[config.mk]
export PLATFORM = sky130hd
export DESIGN_NAME = sarcc_top
export DESIGN_NICKNAME = d
export VERILOG_FILES = /design/src/sarcc_pkg.sv /design/src/sarcc_clkdiv.sv /design/src/sarcc_sar_core.sv /design/src/sarcc_top.sv
export VERILOG_INCLUDE_DIRS = /design/src
export SDC_FILE = /design/constraint.sdc
export NUM_CORES = 1
export LEC_CHECK = 0
export BUFFER_PORTS_ARGS = -buffer_cell sky130_fd_sc_hd__buf_2
export CAP_MARGIN = 20
export CORE_ASPECT_RATIO = 0.6
export CORE_UTILIZATION = 40
export CTS_CLUSTER_DIAMETER = 200
export DETAILED_ROUTE_END_ITERATION = 12
export SYNTH_ARGS = -nofsm -noshare
export SYNTH_HDL_FRONTEND = slang
export SYNTH_SLANG_ARGS = --single-unit
[constraint.sdc]
create_clock -name clock -period 87 [get_ports clock]
set_input_delay 8.7 -clock clock [delete_from_list [all_inputs] [get_ports clock]]
set_output_delay 8.7 -clock clock [all_outputs]
set_load 0.05 [all_outputs]
[src/sarcc_consts.svh]
// Constants for the converter sample and conversion control block
`ifndef SARCC_CONSTS_SVH
`define SARCC_CONSTS_SVH
`define SARCC_CLK_HZ        25000000
// Register byte offsets
`define SARCC_CTRL_ADDR     12'h000
`define SARCC_SAMP_ADDR     12'h004
`define SARCC_STAT_ADDR     12'h008
`define SARCC_RESULT_ADDR   12'h00C
// Control register fields
`define SARCC_CTRL_PWR      0
`define SARCC_CTRL_ENC      1
`define SARCC_CTRL_SC       2
`define SARCC_CTRL_REFERENCE_ON    3
`define SARCC_CTRL_REFHI    4
`define SARCC_CTRL_PULSE    5
`define SARCC_CTRL_INV      6
`define SARCC_CTRL_TRIG_LO  8
`define SARCC_CTRL_SSEL_LO  10
`define SARCC_CTRL_DIV_LO   12
`define SARCC_CTRL_SHT_LO   16
`define SARCC_CTRL_PSEL_LO  24
`define SARCC_CTRL_RESET    32'h00000000
// Timing
`define SARCC_CONV_CYCLES   4'hD
`define SARCC_FULL_SCALE    12'hFFF
`define SARCC_FULL_SPAN     13'h0FFF
`define SARCC_REF_SETTLE_MS 17
`endif

[src/sarcc_pkg.sv]
// Types for the converter sample and conversion control block
package sarcc_pkg;
  typedef struct packed {
    logic [7:0] pin_sel;
    logic [3:0] sample_time;
    logic [2:0] divider;
    logic [1:0] clk_src;
    logic [1:0] trig_src;
    logic       invert;
    logic       pulse;
    logic       ref_high;
    logic       ref_on;
    logic       enable;
    logic       power;
  } sarcc_ctrl_type;
  typedef struct packed {
    logic [11:0] vin;
    logic [11:0] vref_lo;
    logic [11:0] vref_hi;
  } sarcc_analog_type;
  typedef enum logic [1:0] {
    SARCC_IDLE,
    SARCC_SAMPLE,
    SARCC_CONVERT
  } sarcc_state_type;
endpackage

[src/sarcc_clkdiv.sv]
// Conversion clock source selection and divider, as enable pulses
`timescale 1ns/1ps
`include "sarcc_consts.svh"
module sarcc_clkdiv (
  input  wire logic       clock,
  input  wire logic       rst,
  input  wire logic [3:0] src_tick,
  input  wire logic [1:0] src_sel,
  input  wire logic [2:0] divider,
  output logic            conv_tick
);
  logic [2:0] count_q;
  logic       src_pulse;
  // Source sel: 0 subsystem, 1 master, 2 auxiliary, 3 internal oscillator
  assign src_pulse = src_tick[src_sel]; // [RULE_06]
  // Divide by divider+1 by counting source pulses
  always_ff @(posedge clock) begin
    if (rst) begin
      count_q   <= 3'h0;
      conv_tick <= 1'b0;
    end else begin
      conv_tick <= 1'b0;
      if (src_pulse) begin
        if (count_q >= divider) begin // [RULE_06]
          count_q   <= 3'h0;
          conv_tick <= 1'b1;
        end else begin
          count_q <= count_q + 3'h1;
        end
      end
    end
  end
  // Divide by one on an every-cycle source ticks on every cycle, so check the cause instead
  a_div_spacing: assert property (@(posedge clock) disable iff (rst)
    conv_tick |-> $past(src_pulse && (count_q >= divider)))
    else $error("conversion tick without divider terminal count"); // [RULE_06]
endmodule // sarcc_clkdiv

[src/sarcc_sar_core.sv]
// Successive-approximation core model of thirteen conversion steps
`timescale 1ns/1ps
`include "sarcc_consts.svh"
module sarcc_sar_core (
  input  wire logic                      clock,
  input  wire logic                      rst,
  input  wire logic                      start,
  input  wire logic                      step,
  input  wire logic                      powered,
  input  wire sarcc_pkg::sarcc_analog_type analog,
  output logic                           busy,
  output logic                           done,
  output logic [11:0]                    result
);
  logic [3:0]  step_q;
  logic [11:0] code;
  logic [23:0] num;
  logic [12:0] span;
  // Transfer function: clamp at references, else 4095*(vin-lo)/(hi-lo)
  always_comb begin
    num  = 24'h000000;
    span = 13'h0000;
    code = 12'h000;
    if (analog.vin >= analog.vref_hi) begin
      code = `SARCC_FULL_SCALE; // [RULE_01]
    end else if (analog.vin <= analog.vref_lo) begin
      code = 12'h000; // [RULE_01]
    end else begin
      span = {1'b0, analog.vref_hi - analog.vref_lo};
      num  = 24'(analog.vin - analog.vref_lo) * 24'(`SARCC_FULL_SPAN); // [RULE_02]
      code = 12'(num / 24'(span)); // [RULE_02]
    end
  end
  // Thirteen conversion clock steps; result only on the last step
  always_ff @(posedge clock) begin
    if (rst || !powered) begin
      step_q <= 4'h0;
      busy   <= 1'b0;
      done   <= 1'b0;
      result <= 12'h000;
    end else begin
      done <= 1'b0;
      if (start && !busy) begin
        busy   <= 1'b1;
        step_q <= 4'h0;
      end else if (busy && step) begin // [RULE_07]
        if (step_q == `SARCC_CONV_CYCLES - 4'h1) begin // [RULE_16]
          busy   <= 1'b0;
          done   <= 1'b1;
          result <= code;
        end
        step_q <= step_q + 4'h1;
      end
    end
  end
  a_conv_length: assert property (@(posedge clock) disable iff (rst)
    $rose(busy) |-> busy [*2]) else $error("conversion ended too soon"); // [RULE_16]
endmodule // sarcc_sar_core

[src/sarcc_top.sv]
// Converter sample and conversion control with APB register slave
//
// How it works
// [RULE_01] Clamp result at full scale or zero
// [RULE_02] Result scales 4095 over reference span
// [RULE_03] Core powered only when power bit set
// [RULE_04] Most control bits frozen while enabled
// [RULE_05] No conversion unless enable bit set
// [RULE_06] Four clock sources, divide one to eight
// [RULE_07] Divided clock steps conversion and pulse timer
// [RULE_08] Clock must run until conversion ends
// [RULE_09] Analog pin select disables digital buffers
// [RULE_10] Reference on bit enables internal reference
// [RULE_11] Reference level 2.5 or 1.5 volts
// [RULE_12] Software waits for reference settling
// [RULE_13] Rising trigger edge starts sampling
// [RULE_14] Four trigger sources selectable
// [RULE_15] Invert bit flips trigger polarity
// [RULE_16] Window fall starts 13-cycle conversion
// [RULE_17] Extended mode window follows trigger
// [RULE_18] Extended window fall synchronized first
// [RULE_19] Pulse mode holds window 4x cycles
// [RULE_20] Trigger synchronized by two stages
//
// The register addresses and the APB register port were chosen for this implementation.
`timescale 1ns/1ps
`include "sarcc_consts.svh"
module sarcc_top (
  input  wire logic                        clock,
  input  wire logic                        rst,
  // APB slave
  input  wire logic                        psel,
  input  wire logic                        penable,
  input  wire logic                        pwrite,
  input  wire logic [11:0]                 paddr,
  input  wire logic [31:0]                 pwdata,
  output logic                             pready,
  output logic [31:0]                      prdata,
  output logic                             pslverr,
  // Clock source ticks: subsystem, master, auxiliary, internal oscillator
  input  wire logic [3:0]                  src_tick,
  // Timer outputs: first timer unit 1, second timer units 0 and 1
  input  wire logic                        timer1_out1,
  input  wire logic                        timer2_out0,
  input  wire logic                        timer2_out1,
  // Analog levels seen by the core
  input  wire sarcc_pkg::sarcc_analog_type analog,
  // Analog side controls
  output logic                             core_power,
  output logic                             ref_enable,
  output logic                             ref_level_high,
  output logic                             sample_window,
  output logic                             conv_busy,
  output logic [7:0]                       pin_digital_off,
  output logic [11:0]                      conversion_result
);
  sarcc_pkg::sarcc_ctrl_type ctrl_q;
  sarcc_pkg::sarcc_state_type state_q;
  logic        sw_start_q;
  logic        conv_tick;
  logic        core_busy;
  logic        core_done;
  logic [11:0] core_result;
  logic        trig_raw;
  logic        trig_s1_q;
  logic        trig_s2_q;
  logic        trig_prev_q;
  logic        trig_rise;
  logic        trig_fall;
  logic        conv_start_q;
  logic [5:0]  samp_count_q;
  logic        wr_en;
  logic        rd_en;
  logic [31:0] samp_reg;

  // ********************************************
  // APB register access
  // ********************************************

  // Decode a register offset once, used for reads and writes
  function automatic logic is_addr(input logic [11:0] a, input logic [11:0] off);
    is_addr = (a == off);
  endfunction

  assign wr_en = psel && penable && pwrite && pready;
  assign rd_en = psel && !penable && !pwrite;
  assign samp_reg = 32'h00000000;

  // Zero wait states: pready raised during every access phase
  always_ff @(posedge clock) begin
    if (rst) begin
      pready <= 1'b0;
    end else begin
      pready <= psel && !penable;
    end
  end

  // Unmapped offsets answer with an error
  always_ff @(posedge clock) begin
    if (rst) begin
      pslverr <= 1'b0;
    end else begin
      pslverr <= psel && !penable && !is_addr(paddr, `SARCC_CTRL_ADDR)
                 && !is_addr(paddr, `SARCC_STAT_ADDR)
                 && !is_addr(paddr, `SARCC_RESULT_ADDR);
    end
  end

  // Read data captured in the setup cycle, held through the access
  always_ff @(posedge clock) begin
    if (rst) begin
      prdata <= 32'h00000000;
    end else if (rd_en) begin
      if (is_addr(paddr, `SARCC_CTRL_ADDR)) begin
        prdata <= {ctrl_q.pin_sel, 4'h0, ctrl_q.sample_time, 1'b0, ctrl_q.divider,
                   ctrl_q.clk_src, ctrl_q.trig_src, 1'b0, ctrl_q.invert,
                   ctrl_q.pulse, ctrl_q.ref_high, ctrl_q.ref_on, 1'b0,
                   ctrl_q.enable, ctrl_q.power};
      end else if (is_addr(paddr, `SARCC_STAT_ADDR)) begin
        prdata <= {29'h00000000, sample_window, core_busy, trig_s2_q};
      end else if (is_addr(paddr, `SARCC_RESULT_ADDR)) begin
        prdata <= {20'h00000, conversion_result};
      end else begin
        prdata <= 32'h00000000;
      end
    end
  end

  // Control register; configuration fields except ref_on and pin_sel frozen while enabled
  always_ff @(posedge clock) begin
    if (rst) begin
      ctrl_q <= sarcc_pkg::sarcc_ctrl_type'(25'h0000000);
    end else if (wr_en && is_addr(paddr, `SARCC_CTRL_ADDR)) begin
      ctrl_q.power    <= ctrl_q.enable ? ctrl_q.power : pwdata[`SARCC_CTRL_PWR]; // [RULE_04]
      ctrl_q.enable   <= pwdata[`SARCC_CTRL_ENC];
      ctrl_q.ref_on   <= pwdata[`SARCC_CTRL_REFERENCE_ON];
      ctrl_q.pin_sel  <= pwdata[`SARCC_CTRL_PSEL_LO +: 8];
      if (!ctrl_q.enable) begin // [RULE_04]
        ctrl_q.ref_high    <= pwdata[`SARCC_CTRL_REFHI];
        ctrl_q.pulse       <= pwdata[`SARCC_CTRL_PULSE];
        ctrl_q.invert      <= pwdata[`SARCC_CTRL_INV];
        ctrl_q.trig_src    <= pwdata[`SARCC_CTRL_TRIG_LO +: 2];
        ctrl_q.clk_src     <= pwdata[`SARCC_CTRL_SSEL_LO +: 2];
        ctrl_q.divider     <= pwdata[`SARCC_CTRL_DIV_LO +: 3];
        ctrl_q.sample_time <= pwdata[`SARCC_CTRL_SHT_LO +: 4];
      end
    end
  end

  // Software start bit: pulses high for one sampling trigger, cleared
  // by hardware when the window closes so a new write can retrigger
  always_ff @(posedge clock) begin
    if (rst) begin
      sw_start_q <= 1'b0;
    end else if (wr_en && is_addr(paddr, `SARCC_CTRL_ADDR) && pwdata[`SARCC_CTRL_SC]) begin
      sw_start_q <= 1'b1;
    end else if (conv_start_q || !ctrl_q.enable) begin
      sw_start_q <= 1'b0;
    end
  end

  // ********************************************
  // Analog side controls
  // ********************************************

  // Power, reference and pin buffer controls straight from flops
  always_ff @(posedge clock) begin
    if (rst) begin
      core_power      <= 1'b0;
      ref_enable      <= 1'b0;
      ref_level_high  <= 1'b0;
      pin_digital_off <= 8'h00;
    end else begin
      core_power      <= ctrl_q.power; // [RULE_03]
      ref_enable      <= ctrl_q.ref_on; // [RULE_10]
      ref_level_high  <= ctrl_q.ref_high; // [RULE_11]
      pin_digital_off <= ctrl_q.pin_sel; // [RULE_09]
    end
  end

  // ********************************************
  // Trigger selection and synchronization
  // ********************************************

  // Source choice then optional inversion before synchronizing
  always_comb begin
    unique case (ctrl_q.trig_src) // [RULE_14]
      2'h0: trig_raw = sw_start_q;
      2'h1: trig_raw = timer1_out1;
      2'h2: trig_raw = timer2_out0;
      2'h3: trig_raw = timer2_out1;
    endcase
    trig_raw = trig_raw ^ ctrl_q.invert; // [RULE_15]
  end

  // Three stages on conversion clock ticks; edges from stages two and three
  always_ff @(posedge clock) begin
    if (rst) begin
      trig_s1_q   <= 1'b0;
      trig_s2_q   <= 1'b0;
      trig_prev_q <= 1'b0;
    end else if (conv_tick) begin
      trig_s1_q   <= trig_raw; // [RULE_20]
      trig_s2_q   <= trig_s1_q; // [RULE_20]
      trig_prev_q <= trig_s2_q;
    end
  end

  assign trig_rise = conv_tick && trig_s2_q && !trig_prev_q; // [RULE_13]
  assign trig_fall = conv_tick && !trig_s2_q && trig_prev_q; // [RULE_18]

  // ********************************************
  // Sample window and conversion start
  // ********************************************

  // Window state: sampling, then 13-step conversion in the core.
  // A stopped conversion clock stalls here and the result never lands.
  always_ff @(posedge clock) begin
    if (rst) begin
      state_q      <= sarcc_pkg::SARCC_IDLE;
      samp_count_q <= 6'h00;
      conv_start_q <= 1'b0;
    end else begin
      conv_start_q <= 1'b0;
      unique case (state_q)
        sarcc_pkg::SARCC_IDLE: begin
          if (trig_rise && ctrl_q.enable && ctrl_q.power) begin // [RULE_05]
            state_q      <= sarcc_pkg::SARCC_SAMPLE;
            samp_count_q <= {ctrl_q.sample_time, 2'h3}; // [RULE_19]
          end
        end
        sarcc_pkg::SARCC_SAMPLE: begin
          if (!ctrl_q.enable || !ctrl_q.power) begin
            state_q <= sarcc_pkg::SARCC_IDLE;
          end else if (ctrl_q.pulse) begin
            if (conv_tick) begin // [RULE_07]
              if (samp_count_q == 6'h00) begin
                state_q      <= sarcc_pkg::SARCC_CONVERT;
                conv_start_q <= 1'b1; // [RULE_16]
              end else begin
                samp_count_q <= samp_count_q - 6'h01;
              end
            end
          end else if (trig_fall) begin // [RULE_17]
            state_q      <= sarcc_pkg::SARCC_CONVERT;
            conv_start_q <= 1'b1; // [RULE_18]
          end
        end
        sarcc_pkg::SARCC_CONVERT: begin
          if (core_done || !ctrl_q.power) begin // [RULE_08]
            state_q <= sarcc_pkg::SARCC_IDLE;
          end
        end
        default: state_q <= sarcc_pkg::SARCC_IDLE;
      endcase
    end
  end

  // Window and status outputs registered
  always_ff @(posedge clock) begin
    if (rst) begin
      sample_window     <= 1'b0;
      conv_busy         <= 1'b0;
      conversion_result <= 12'h000;
    end else begin
      sample_window <= (state_q == sarcc_pkg::SARCC_SAMPLE) && !conv_start_q; // [RULE_17]
      conv_busy     <= (state_q != sarcc_pkg::SARCC_IDLE);
      if (core_done) begin
        conversion_result <= core_result; // [RULE_02]
      end
    end
  end

  // ********************************************
  // Clock divider and converter core
  // ********************************************

  sarcc_clkdiv u_clkdiv (
    .clock     (clock),
    .rst       (rst),
    .src_tick  (src_tick),
    .src_sel   (ctrl_q.clk_src),
    .divider   (ctrl_q.divider),
    .conv_tick (conv_tick)
  );

  sarcc_sar_core u_core (
    .clock   (clock),
    .rst     (rst),
    .start   (conv_start_q),
    .step    (conv_tick),
    .powered (ctrl_q.power), // [RULE_03]
    .analog  (analog),
    .busy    (core_busy),
    .done    (core_done),
    .result  (core_result)
  );

  a_no_conv_off: assert property (@(posedge clock) disable iff (rst)
    conv_start_q |-> ctrl_q.enable) else $error("conversion without enable"); // [RULE_05]
  a_power_follow: assert property (@(posedge clock) disable iff (rst)
    ##1 core_power == $past(ctrl_q.power)) else $error("power not following"); // [RULE_03]
  a_ref_follow: assert property (@(posedge clock) disable iff (rst)
    ##1 ref_enable == $past(ctrl_q.ref_on)) else $error("reference not following"); // [RULE_10]
  a_cfg_frozen: assert property (@(posedge clock) disable iff (rst)
    ctrl_q.enable |=> $stable(ctrl_q.divider)) else $error("config changed while on"); // [RULE_04]
  a_ext_start: assert property (@(posedge clock) disable iff (rst)
    (state_q == sarcc_pkg::SARCC_SAMPLE && !ctrl_q.pulse && ctrl_q.enable && ctrl_q.power
     && trig_fall) |=> conv_start_q) else $error("extended start missed"); // [RULE_18]
  a_clamp_high: assert property (@(posedge clock) disable iff (rst)
    (core_done && $past(analog.vin >= analog.vref_hi) && $past(analog) == analog)
    |-> core_result == `SARCC_FULL_SCALE) else $error("high clamp wrong"); // [RULE_01]
endmodule // sarcc_top

**After elaboration in Yosys (flattened, before gate mapping)**

Index checks and enable logic that the tools add are counted.

- Logic and storage cells: 154
- Bits in registers: 119
- Input port bits: 92

- Divide/modulo/power cells: 1
- Eq/ne operators: 17
- Reductions and logical operators: 52
- Multiplexer cells: 34
- Add/sub/neg operators: 5
- Order comparisons: 4
- Multipliers: 1
- Bitwise logic cells: 6

Operator list:

| kind | number |
|---|---|
| $mux 12 | 4 |
| $mux 32 | 1 |
| $mux 6 | 5 |
| $div 24x12->24 | 1 |
| $eq 12x4->1 const B | 2 |
| $mul 24x12->24 const B | 1 |
| $logic_and 1x1->1 | 19 |
| $mux 2 | 7 |
| $sub 12x12->13 | 1 |
| $ge 12x12->1 | 1 |
| $le 12x12->1 | 1 |
| $logic_not 12->1 | 1 |
| $mux 1 | 12 |
| $pmux 6 s2 | 1 |
| $sub 12x12->12 | 1 |
| $logic_not 1->1 | 11 |
| $ne 2x2->1 const B | 5 |
| $reduce_bool 2->1 | 5 |
| $ne 4x4->1 const B | 2 |
| $eq 2x2->1 const B | 3 |
| $logic_not 6->1 | 1 |
| $pmux 2 s3 | 1 |
| $reduce_and 6->1 | 1 |
| $reduce_or 3->1 | 2 |
| 20 further kinds | 31 |

**Longest topological paths before layout**

Gate-level depths: netlist of run 1.

- Depth in word-level cells: 7
- Gate-level depth with buffers: 356
- Mapped depth without buffers: 333

**Modules after synthesis**

From an unflattened synthesis of run 1, not the netlist that was laid out.

- Cells, all modules: 2,976
- Area, all modules: 22,816.9 um^2

Modules (own cells, without submodules):

| module | cells an instance | times used | sequential area each (um^2) | area an instance (um^2) |
|---|---|---|---|---|
| sarcc_sar_core | 2,539 | 1 | 360.3 | 18,908.1 |
| sarcc_top | 410 | 1 | 1,841.8 | 3,653.5 |
| sarcc_clkdiv | 27 | 1 | 80.1 | 255.2 |

**Worst setup path before layout of run 1**

OpenSTA, ideal clock, no wires.

- Kind: input port to flip-flop
- Start: input port analog[24] in the netlist's numbering
- End: register u_core.result[0]
- Stages: 336
- Setup slack: 11,620 ps
- Data required time: 86,873 ps
- Library setup time: 127 ps
- Arrival time: 75,253 ps
- Path buffers: 26
- Path through: inv_1 > ha_1 > fa_1 > nor2b_4 > o2111a_1 > nor2_1 > xnor2_1 > xor2_1 > ha_1 > ha_1 > xnor2_1 > fa_1 > inv_1 > fa_1 > inv_1 > fa_1 > inv_1 > ha_1 > [... 300 more ...] > o21ai_0 > nand2b_1 > a21oi_1 > nor2b_1 > o21ai_0 > nand2b_1 > a21oi_1 > nor2b_1 > o21ai_0 > nand2b_1 > a21oi_1 > nor2b_1 > o21ai_0 > nand2_1 > nor4_1 > nand3_1 > nor2_1 > a21oi_1

- Longest elaborated chain between the ends: 5
- Elaborated cells between the ends (all ways): 7
- Classes of those cells: add/sub: 1; mul: 1; div: 1; order compare: 2; mux: 2

RTL lines:

| element | line | RTL |
|---|---|---|
| start: declaration | sarcc_top.sv:47 | `input wire sarcc_pkg::sarcc_analog_type analog,` |
| $sub 12x12->13 | sarcc_sar_core.sv:30 | `` num = 24'(analog.vin - analog.vref_lo) * 24'(`SARCC_FULL_SPAN); `` |
| $mul 24x12->24 | sarcc_sar_core.sv:30 |  |
| $div 24x12->24 | sarcc_sar_core.sv:31 | `code = 12'(num / 24'(span));` |
| $mux 12 | sarcc_sar_core.sv:26 | `end else if (analog.vin <= analog.vref_lo) begin` |
| $mux 12 * | sarcc_sar_core.sv:24 | `if (analog.vin >= analog.vref_hi) begin` |
| end signal: assignment | sarcc_sar_core.sv:50 | `result <= code;` |
| end: declaration | sarcc_sar_core.sv:13 | `output logic [11:0] result` |

Every way passes the cells marked *; elsewhere a longest branch is shown, timed or not.
A chain may end at the register's enable or synchronous reset.

**Final worst setup path of run 1**

- Start: input port analog[13] in the netlist's numbering
- End: register u_core.result[0]

- Longest elaborated chain between the ends: 5
- Elaborated cells between the ends (all ways): 7
- Classes of those cells: add/sub: 2; mul: 1; div: 1; order compare: 1; mux: 2

RTL lines:

| element | line |
|---|---|
| $sub 12x12->13 | sarcc_sar_core.sv:30 |
| $mul 24x12->24 | sarcc_sar_core.sv:30 |
| $div 24x12->24 | sarcc_sar_core.sv:31 |
| $mux 12 * | sarcc_sar_core.sv:26 |
| $mux 12 * | sarcc_sar_core.sv:24 |

Marked as above.

==> flow_summary.json, run 1 <==
{
  "status": "finished, final reports clean",
  "critPathTopFamily": "compound AO/OA/AOI/OAI gates",
  "synth.area.top_cells": "ha_1 18%, dfxtp_1 10%, fa_1 6.2%, a21oi_1 4.6%, nor2_1 4.2%",
  "die_x_um": 304,
  "critPathKind": "in -> reg",
  "worst_pin_slew_ns": 1.04,
  "synthXorXnorAreaFrac_pct": 5.74,
  "synth_top_family_by_area": "compound AO/OA/AOI/OAI gates",
  "grt_usage_pct": 24.3,
  "routed-via-count": 21800,
  "end_kind": "flip-flop",
  "yosys.area_share.simple_pct": 21.5,
  "period_needed_ns": 82.03,
  "synth_ff_type": "dfxtp_1",
  "start_util_pct": 41.1,
  "grt_max_degree": 80,
  "cts_buffers": 17,
  "synth_area_sq_um": 21800,
  "die_y_um": 183,
  "crit_fanout": 27,
  "fmax_ghz": 0.0122,
  "cts.clk_slew.worst_paths_ns": 0.05,
  "cp_slowest_cell": "or4_4",
  "fin_crit_sh_pct": 94.3,
  "syn_avg_cell_area_sq_um": 7.63,
  "critPathMaxStageDelay_ns": 0.69,
  "layout_common_cells": "316 x ha_1, 243 x nor2_1, 242 x nand2_1",
  "cp-start-kind": "input pin",
  "busiest_layer": "met1",
  "cts.sinks": 114,
  "gp_congestion": 0.964,
  "synthArstFlopShare_pct": 0,
  "cts_tree": "built",
  "worstSetupStartpoint": "analog[13]",
  "setup-tns-final_ns": 0,
  "ys_seq_area_share_pct": 10.5,
  "synth_compound_area_share_pct": 26.8,
  "synthMuxAreaShare_pct": 5.67,
  "final_nets": 3444,
  "coreArea_sq_um": 53200,
  "h-tree-depth": 4,
  "whs_path_depth": 2,
  "use_met1_pct": 37.7,
  "reg2reg_from": "u_clkdiv.conv_tick",
  "path_buf_inv": 17,
  "final_common_cell": "ha_1",
  "fp-row-count": 65,
  "regArea_sq_um": 2280,
  "maxSlewHeadroom_pct": 30.0,
  "viasPerCell": 5.93,
  "ioPinCount": 151,
  "dp_slack_ns": 2.14,
  "cts.path.max_buffers": 2,
  "grt_use_met2_pct": 33.9,
  "wl_per_cell_um": 18.8,
  "drt-total-wl_um": 69200,
  "synth-seq-cells": 114,
  "grt_pass1_wl_um": 111000,
  "hold_slack_ns": 0.450,
  "fillers": 5262,
  "crit_cells": 324,
  "maxCapViolCount": 0,
  "endpoint": "u_core.result[0]",
  "fin_skew_ns": 0.00868,
  "yosysUniqueCellTypes": 116,
  "synth_top_area_share_pct": 18.1,
  "use_met3_pct": 5.74,
  "drt-initial-drc-count": 1692,
  "cts_setup_buffers": 0,
  "drtPass1Iterations": 5,
  "synthCells": 2860,
  "dieArea_sq_um": 55600,
  "grt_pass1_vias": 20700,
  "yosys_warnings": 0,
  "postLayoutCoreUtil_pct": 45.3,
  "drive_gt1_share_pct": 12.1,
  "clock_latency_ns": 0.42,
  "antenna_found_initial": 1,
  "crit_arrival_ns": 82.32,
  "drv_slew": 0,
  "worstPathRequired_ns": 87.28,
  "clockRootBuffer": "clkbuf_16",
  "drc": 0,
  "hold_class": "reg -> reg",
  "setup_slack_ns": 4.97,
  "synth_fa_ha_area_share_pct": 24.4,
  "hold_start": "prdata[7]",
  "synth_edf_count": 0,
  "setup_violations": 0,
  "synth_area_leader_cell": "ha_1",
  "cpMostUsedCell": "o21a_1",
  "post_cts_resized": 0,
  "postRouteAntennaNets": 0,
  "multi_input_area_sq_um": 18600,
  "reg2reg_slack_ns": 84.42,
  "grt-ovfl-total": 0,
  "port_buffers": 139,
  "dpl.hpwl_um": 56900,
  "cts_hold_buffers": 0,
  "hold_viol_final": 0,
  "rr_worst_depth": 11,
  "reg2reg_to": "u_core.result[0]",
  "syn_to_final_growth_pct": 10.3
}
## Yosys cell counts, types with 14 or more instances
cell type	instances
fa_1	68
a31oi_1	29
o21bai_1	14
nand2_1	242
o21ai_0	116
or2_2	29
xor2_1	52
clkbuf_1	53
buf_2	14
a211oi_1	23
nor3_1	161
or3_1	18
o31ai_1	67
dfxtp_1	114
nand2b_1	42
nand4_1	22
ha_1	316
o211ai_1	22
a21oi_1	200
a211o_1	14
and2_1	20
nor2_1	246
o21a_1	122
a21o_1	61
mux2i_1	57
xnor2_1	91
nor4_1	20
a221oi_1	15
nand3_1	36
nor2b_1	42
and3_1	25
inv_1	207
mux2_2	46
## kinds of logic (layout without fill, tap and decap cells)
family,Yosys count,after routing
adder cells (fa/ha/maj),386,386
AO/OA/AOI/OAI,844,844
buffers and inverters,298,414
AND/OR/NAND/NOR,962,962
multiplexers,112,112
XOR/XNOR,143,143
other,1,6
flip-flops,114,114
## metal layers
metal | vias up | share of wire, % | wire [um]
met1 | 10400 | 52 | 36000
met4 | 0 | 0.97 | 671
met5 | - | 0 | 0
met3 | 64 | 8.1 | 5620
met2 | 701 | 39 | 26900
li1 | 10700 | - | -
## through the flow
| stage | std cells | instance area (sq um) |
|---|---|---|
| finish | 3684 | 24100 |
| global route | 3683 | 24100 |
| CTS | 3681 | 23900 |
| detailed placement | 3650 | 23300 |
| global placement | 3650 | 23300 |
| floorplan | 2864 | 21900 |
## area by class of cell
cell class,count,area share [%]
antenna,1,0.0104
clock buffer,22,2.05
timing repair buffer,171,3.87
tap,703,3.65
clock inverter,9,0.530
inverter,212,3.30
multi-input combinational,2452,77.1
sequential,114,9.47
## how the worst min path moves through the flow
| stage | slack, ns | endpoint |
|---|---|---|
| 6_report | 0.45 | prdata[7] |
| 4_1_cts | 0.45 | prdata[7] |
| 2_1_floorplan | 0.44 | prdata[24] |
| 5_1_grt | 0.47 | prdata[13] |
| 3_5_place_dp | 0.44 | prdata[7] |
| 3_3_place_gp | 0.44 | prdata[7] |
## worst register-to-register path: stages (launching register included)
cell,delay (ns)
dfxtp_1,0.69
and3_1,0.26
and3_1,0.15
buf_4,0.23
nand3b_1,0.11
buf_4,0.23
nor2_1,0.12
nand2_1,0.09
nor4_1,0.18
nand3_1,0.11
nor2_1,0.19
a21oi_1,0.09
## registers in the layout (all words and copies together), names as in the netlist, 2 cells and up
signal / cells
conversion_result: 12
ctrl_q: 25
pin_digital_off: 8
prdata: 27
samp_count_q: 6
state_q: 2
u_clkdiv.count_q: 3
u_core.result: 12
u_core.step_q: 4
Power of run 1 is left out: the tool's default activity adds up to more than one toggle a clock period on the data nets, which glitch-free logic cannot reach.
==> run 2, diff against run 1 <==
REMOVE_ABC_BUFFERS = 1   (was default)
==> flow_summary.json, run 2 (synthesis gave the netlist of run 1 again) <==
{
  "status": "finished, final reports clean",
  "grt_usage_pct": 23.8,
  "die_x_um": 304,
  "final_nets": 3442,
  "end_kind": "flip-flop",
  "regArea_sq_um": 2280,
  "cp_slowest_cell": "or4_1",
  "cts_hold_buffers": 0,
  "coreArea_sq_um": 53200,
  "cts.path.max_buffers": 2,
  "drive_gt1_share_pct": 12.1,
  "endpoint": "u_core.result[0]",
  "grt_pass1_vias": 20700,
  "critPathKind": "in -> reg",
  "antenna_found_initial": 1,
  "drt-total-wl_um": 67500,
  "ioPinCount": 151,
  "period_needed_ns": 82.10,
  "clockRootBuffer": "clkbuf_16",
  "wl_per_cell_um": 18.3,
  "final_common_cell": "ha_1",
  "worstPathRequired_ns": 87.28,
  "die_y_um": 183,
  "hold_viol_final": 0,
  "crit_arrival_ns": 82.37,
  "drt-initial-drc-count": 1616,
  "multi_input_area_sq_um": 18600,
  "grt-ovfl-total": 0,
  "postRouteAntennaNets": 0,
  "layout_common_cells": "316 x ha_1, 244 x nor2_1, 242 x nand2_1",
  "dieArea_sq_um": 55600,
  "fmax_ghz": 0.0122,
  "reg_top3": "prdata: 27 flops, ctrl_q: 25 flops",
  "syn_to_final_growth_pct": 10.3,
  "setup-tns-final_ns": 0,
  "start_util_pct": 41.1,
  "cts_setup_buffers": 0,
  "cts.clk_slew.worst_paths_ns": 0.06,
  "rr_worst_depth": 12,
  "reg2reg_to": "u_core.result[0]",
  "clock_latency_ns": 0.41,
  "hold_class": "reg -> reg",
  "drtPass1Iterations": 5,
  "maxCapViolCount": 0,
  "cts_tree": "built",
  "critPathMaxStageDelay_ns": 0.74,
  "drv_slew": 0,
  "reg2reg_from": "u_clkdiv.conv_tick",
  "crit_fanout": 24,
  "rsz0062_at_grt": "false",
  "reg2reg_slack_ns": 84.65,
  "grt_pass1_wl_um": 109000,
  "worst_pin_slew_ns": 1.04,
  "cp-start-kind": "input pin",
  "worstSetupStartpoint": "analog[13]",
  "maxSlewHeadroom_pct": 28.8,
  "regMostFlops": "prdata",
  "cts.sinks": 114,
  "port_buffers": 139,
  "routed-via-count": 21700,
  "fillers": 5240,
  "grt_max_degree": 80,
  "fp-row-count": 65,
  "largest_register_ffs": 27,
  "h-tree-depth": 4,
  "setup_violations": 0,
  "cpMostUsedCell": "o21a_1",
  "cts_buffers": 17,
  "n_antenna_cell": 0,
  "gp_congestion": 0.926,
  "drc": 0,
  "fin_skew_ns": 0.0105,
  "fin_crit_sh_pct": 94.4,
  "viasPerCell": 5.91,
  "dpl.hpwl_um": 55400
}
## run 2: cell types whose count changed in the layout (fill, tap and decap cells not counted), moves of 2 or more
| cell | previous run | this run |
|---|---|---|
| a31oi_1 | 26 | 28 |
| a31oi_2 | 3 | 1 |
| clkinv_4 | 0 | 2 |
| clkinvlp_4 | 3 | 1 |
| nor3_1 | 160 | 158 |
| nor3_2 | 1 | 3 |
## run 2: final cells by class
type	instances	area share [%]
timing repair buffer	169	3.83
clock inverter	8	0.520
multi-input combinational	2452	77.1
inverter	212	3.31
clock buffer	23	2.07
sequential	114	9.48
tap	703	3.65
## run 2: worst max-delay path, delay by kind of cell
kind,cells,cell delay [ns]
compound gates,189,41.98
simple gates,74,15.61
fa+ha+maj,31,10.12
mux,8,2.75
buf+inv,16,2.54
xor+xnor,2,0.51
## run 2: per-stage QoR
step	instances	worst slack, ns	hold WS, ns	instance area [sq um]	utilization [%]
2_1_floorplan	2778	11.50	0.439	21500	-
3_3_place_gp	3649	3.83	0.442	23300	43.8
3_5_place_dp	3650	2.32	0.450	23300	43.8
4_1_cts	3681	2.46	0.457	23900	45.0
5_1_grt	3681	0.0863	0.476	24100	45.3
6_report	3681	4.90	0.451	24100	45.3
## run 2: repair_timing
item | CTS | global route
setup endpoints to repair | 0 | 2
hold endpoints to repair | 0 | 0
gates resized for setup | 0 | 28
## run 2: worst min path at each step
stage                           from    endpoint  slack, ns  depth (start not counted)
after CTS                 prdata[29]  prdata[29]       0.46                          2
after detailed placement  prdata[31]  prdata[31]       0.45                          2
after global placement    prdata[12]  prdata[12]       0.44                          2
after floorplan            ctrl_q[3]   ctrl_q[3]       0.44                          2
final                     prdata[29]  prdata[29]       0.45                          2
after global routing      prdata[12]  prdata[12]       0.48                          2
## run 2: routing by layer
layer | part of all wire [%] | routed length, um | track usage [%]
met1 | 53 | 35600 | 37.1
met3 | 6.5 | 4380 | 3.70
met5 | 0 | 0 | 0
met2 | 40 | 26800 | 34.2
met4 | 1.1 | 748 | 3.74
Power of run 2 is left out for the same reason.
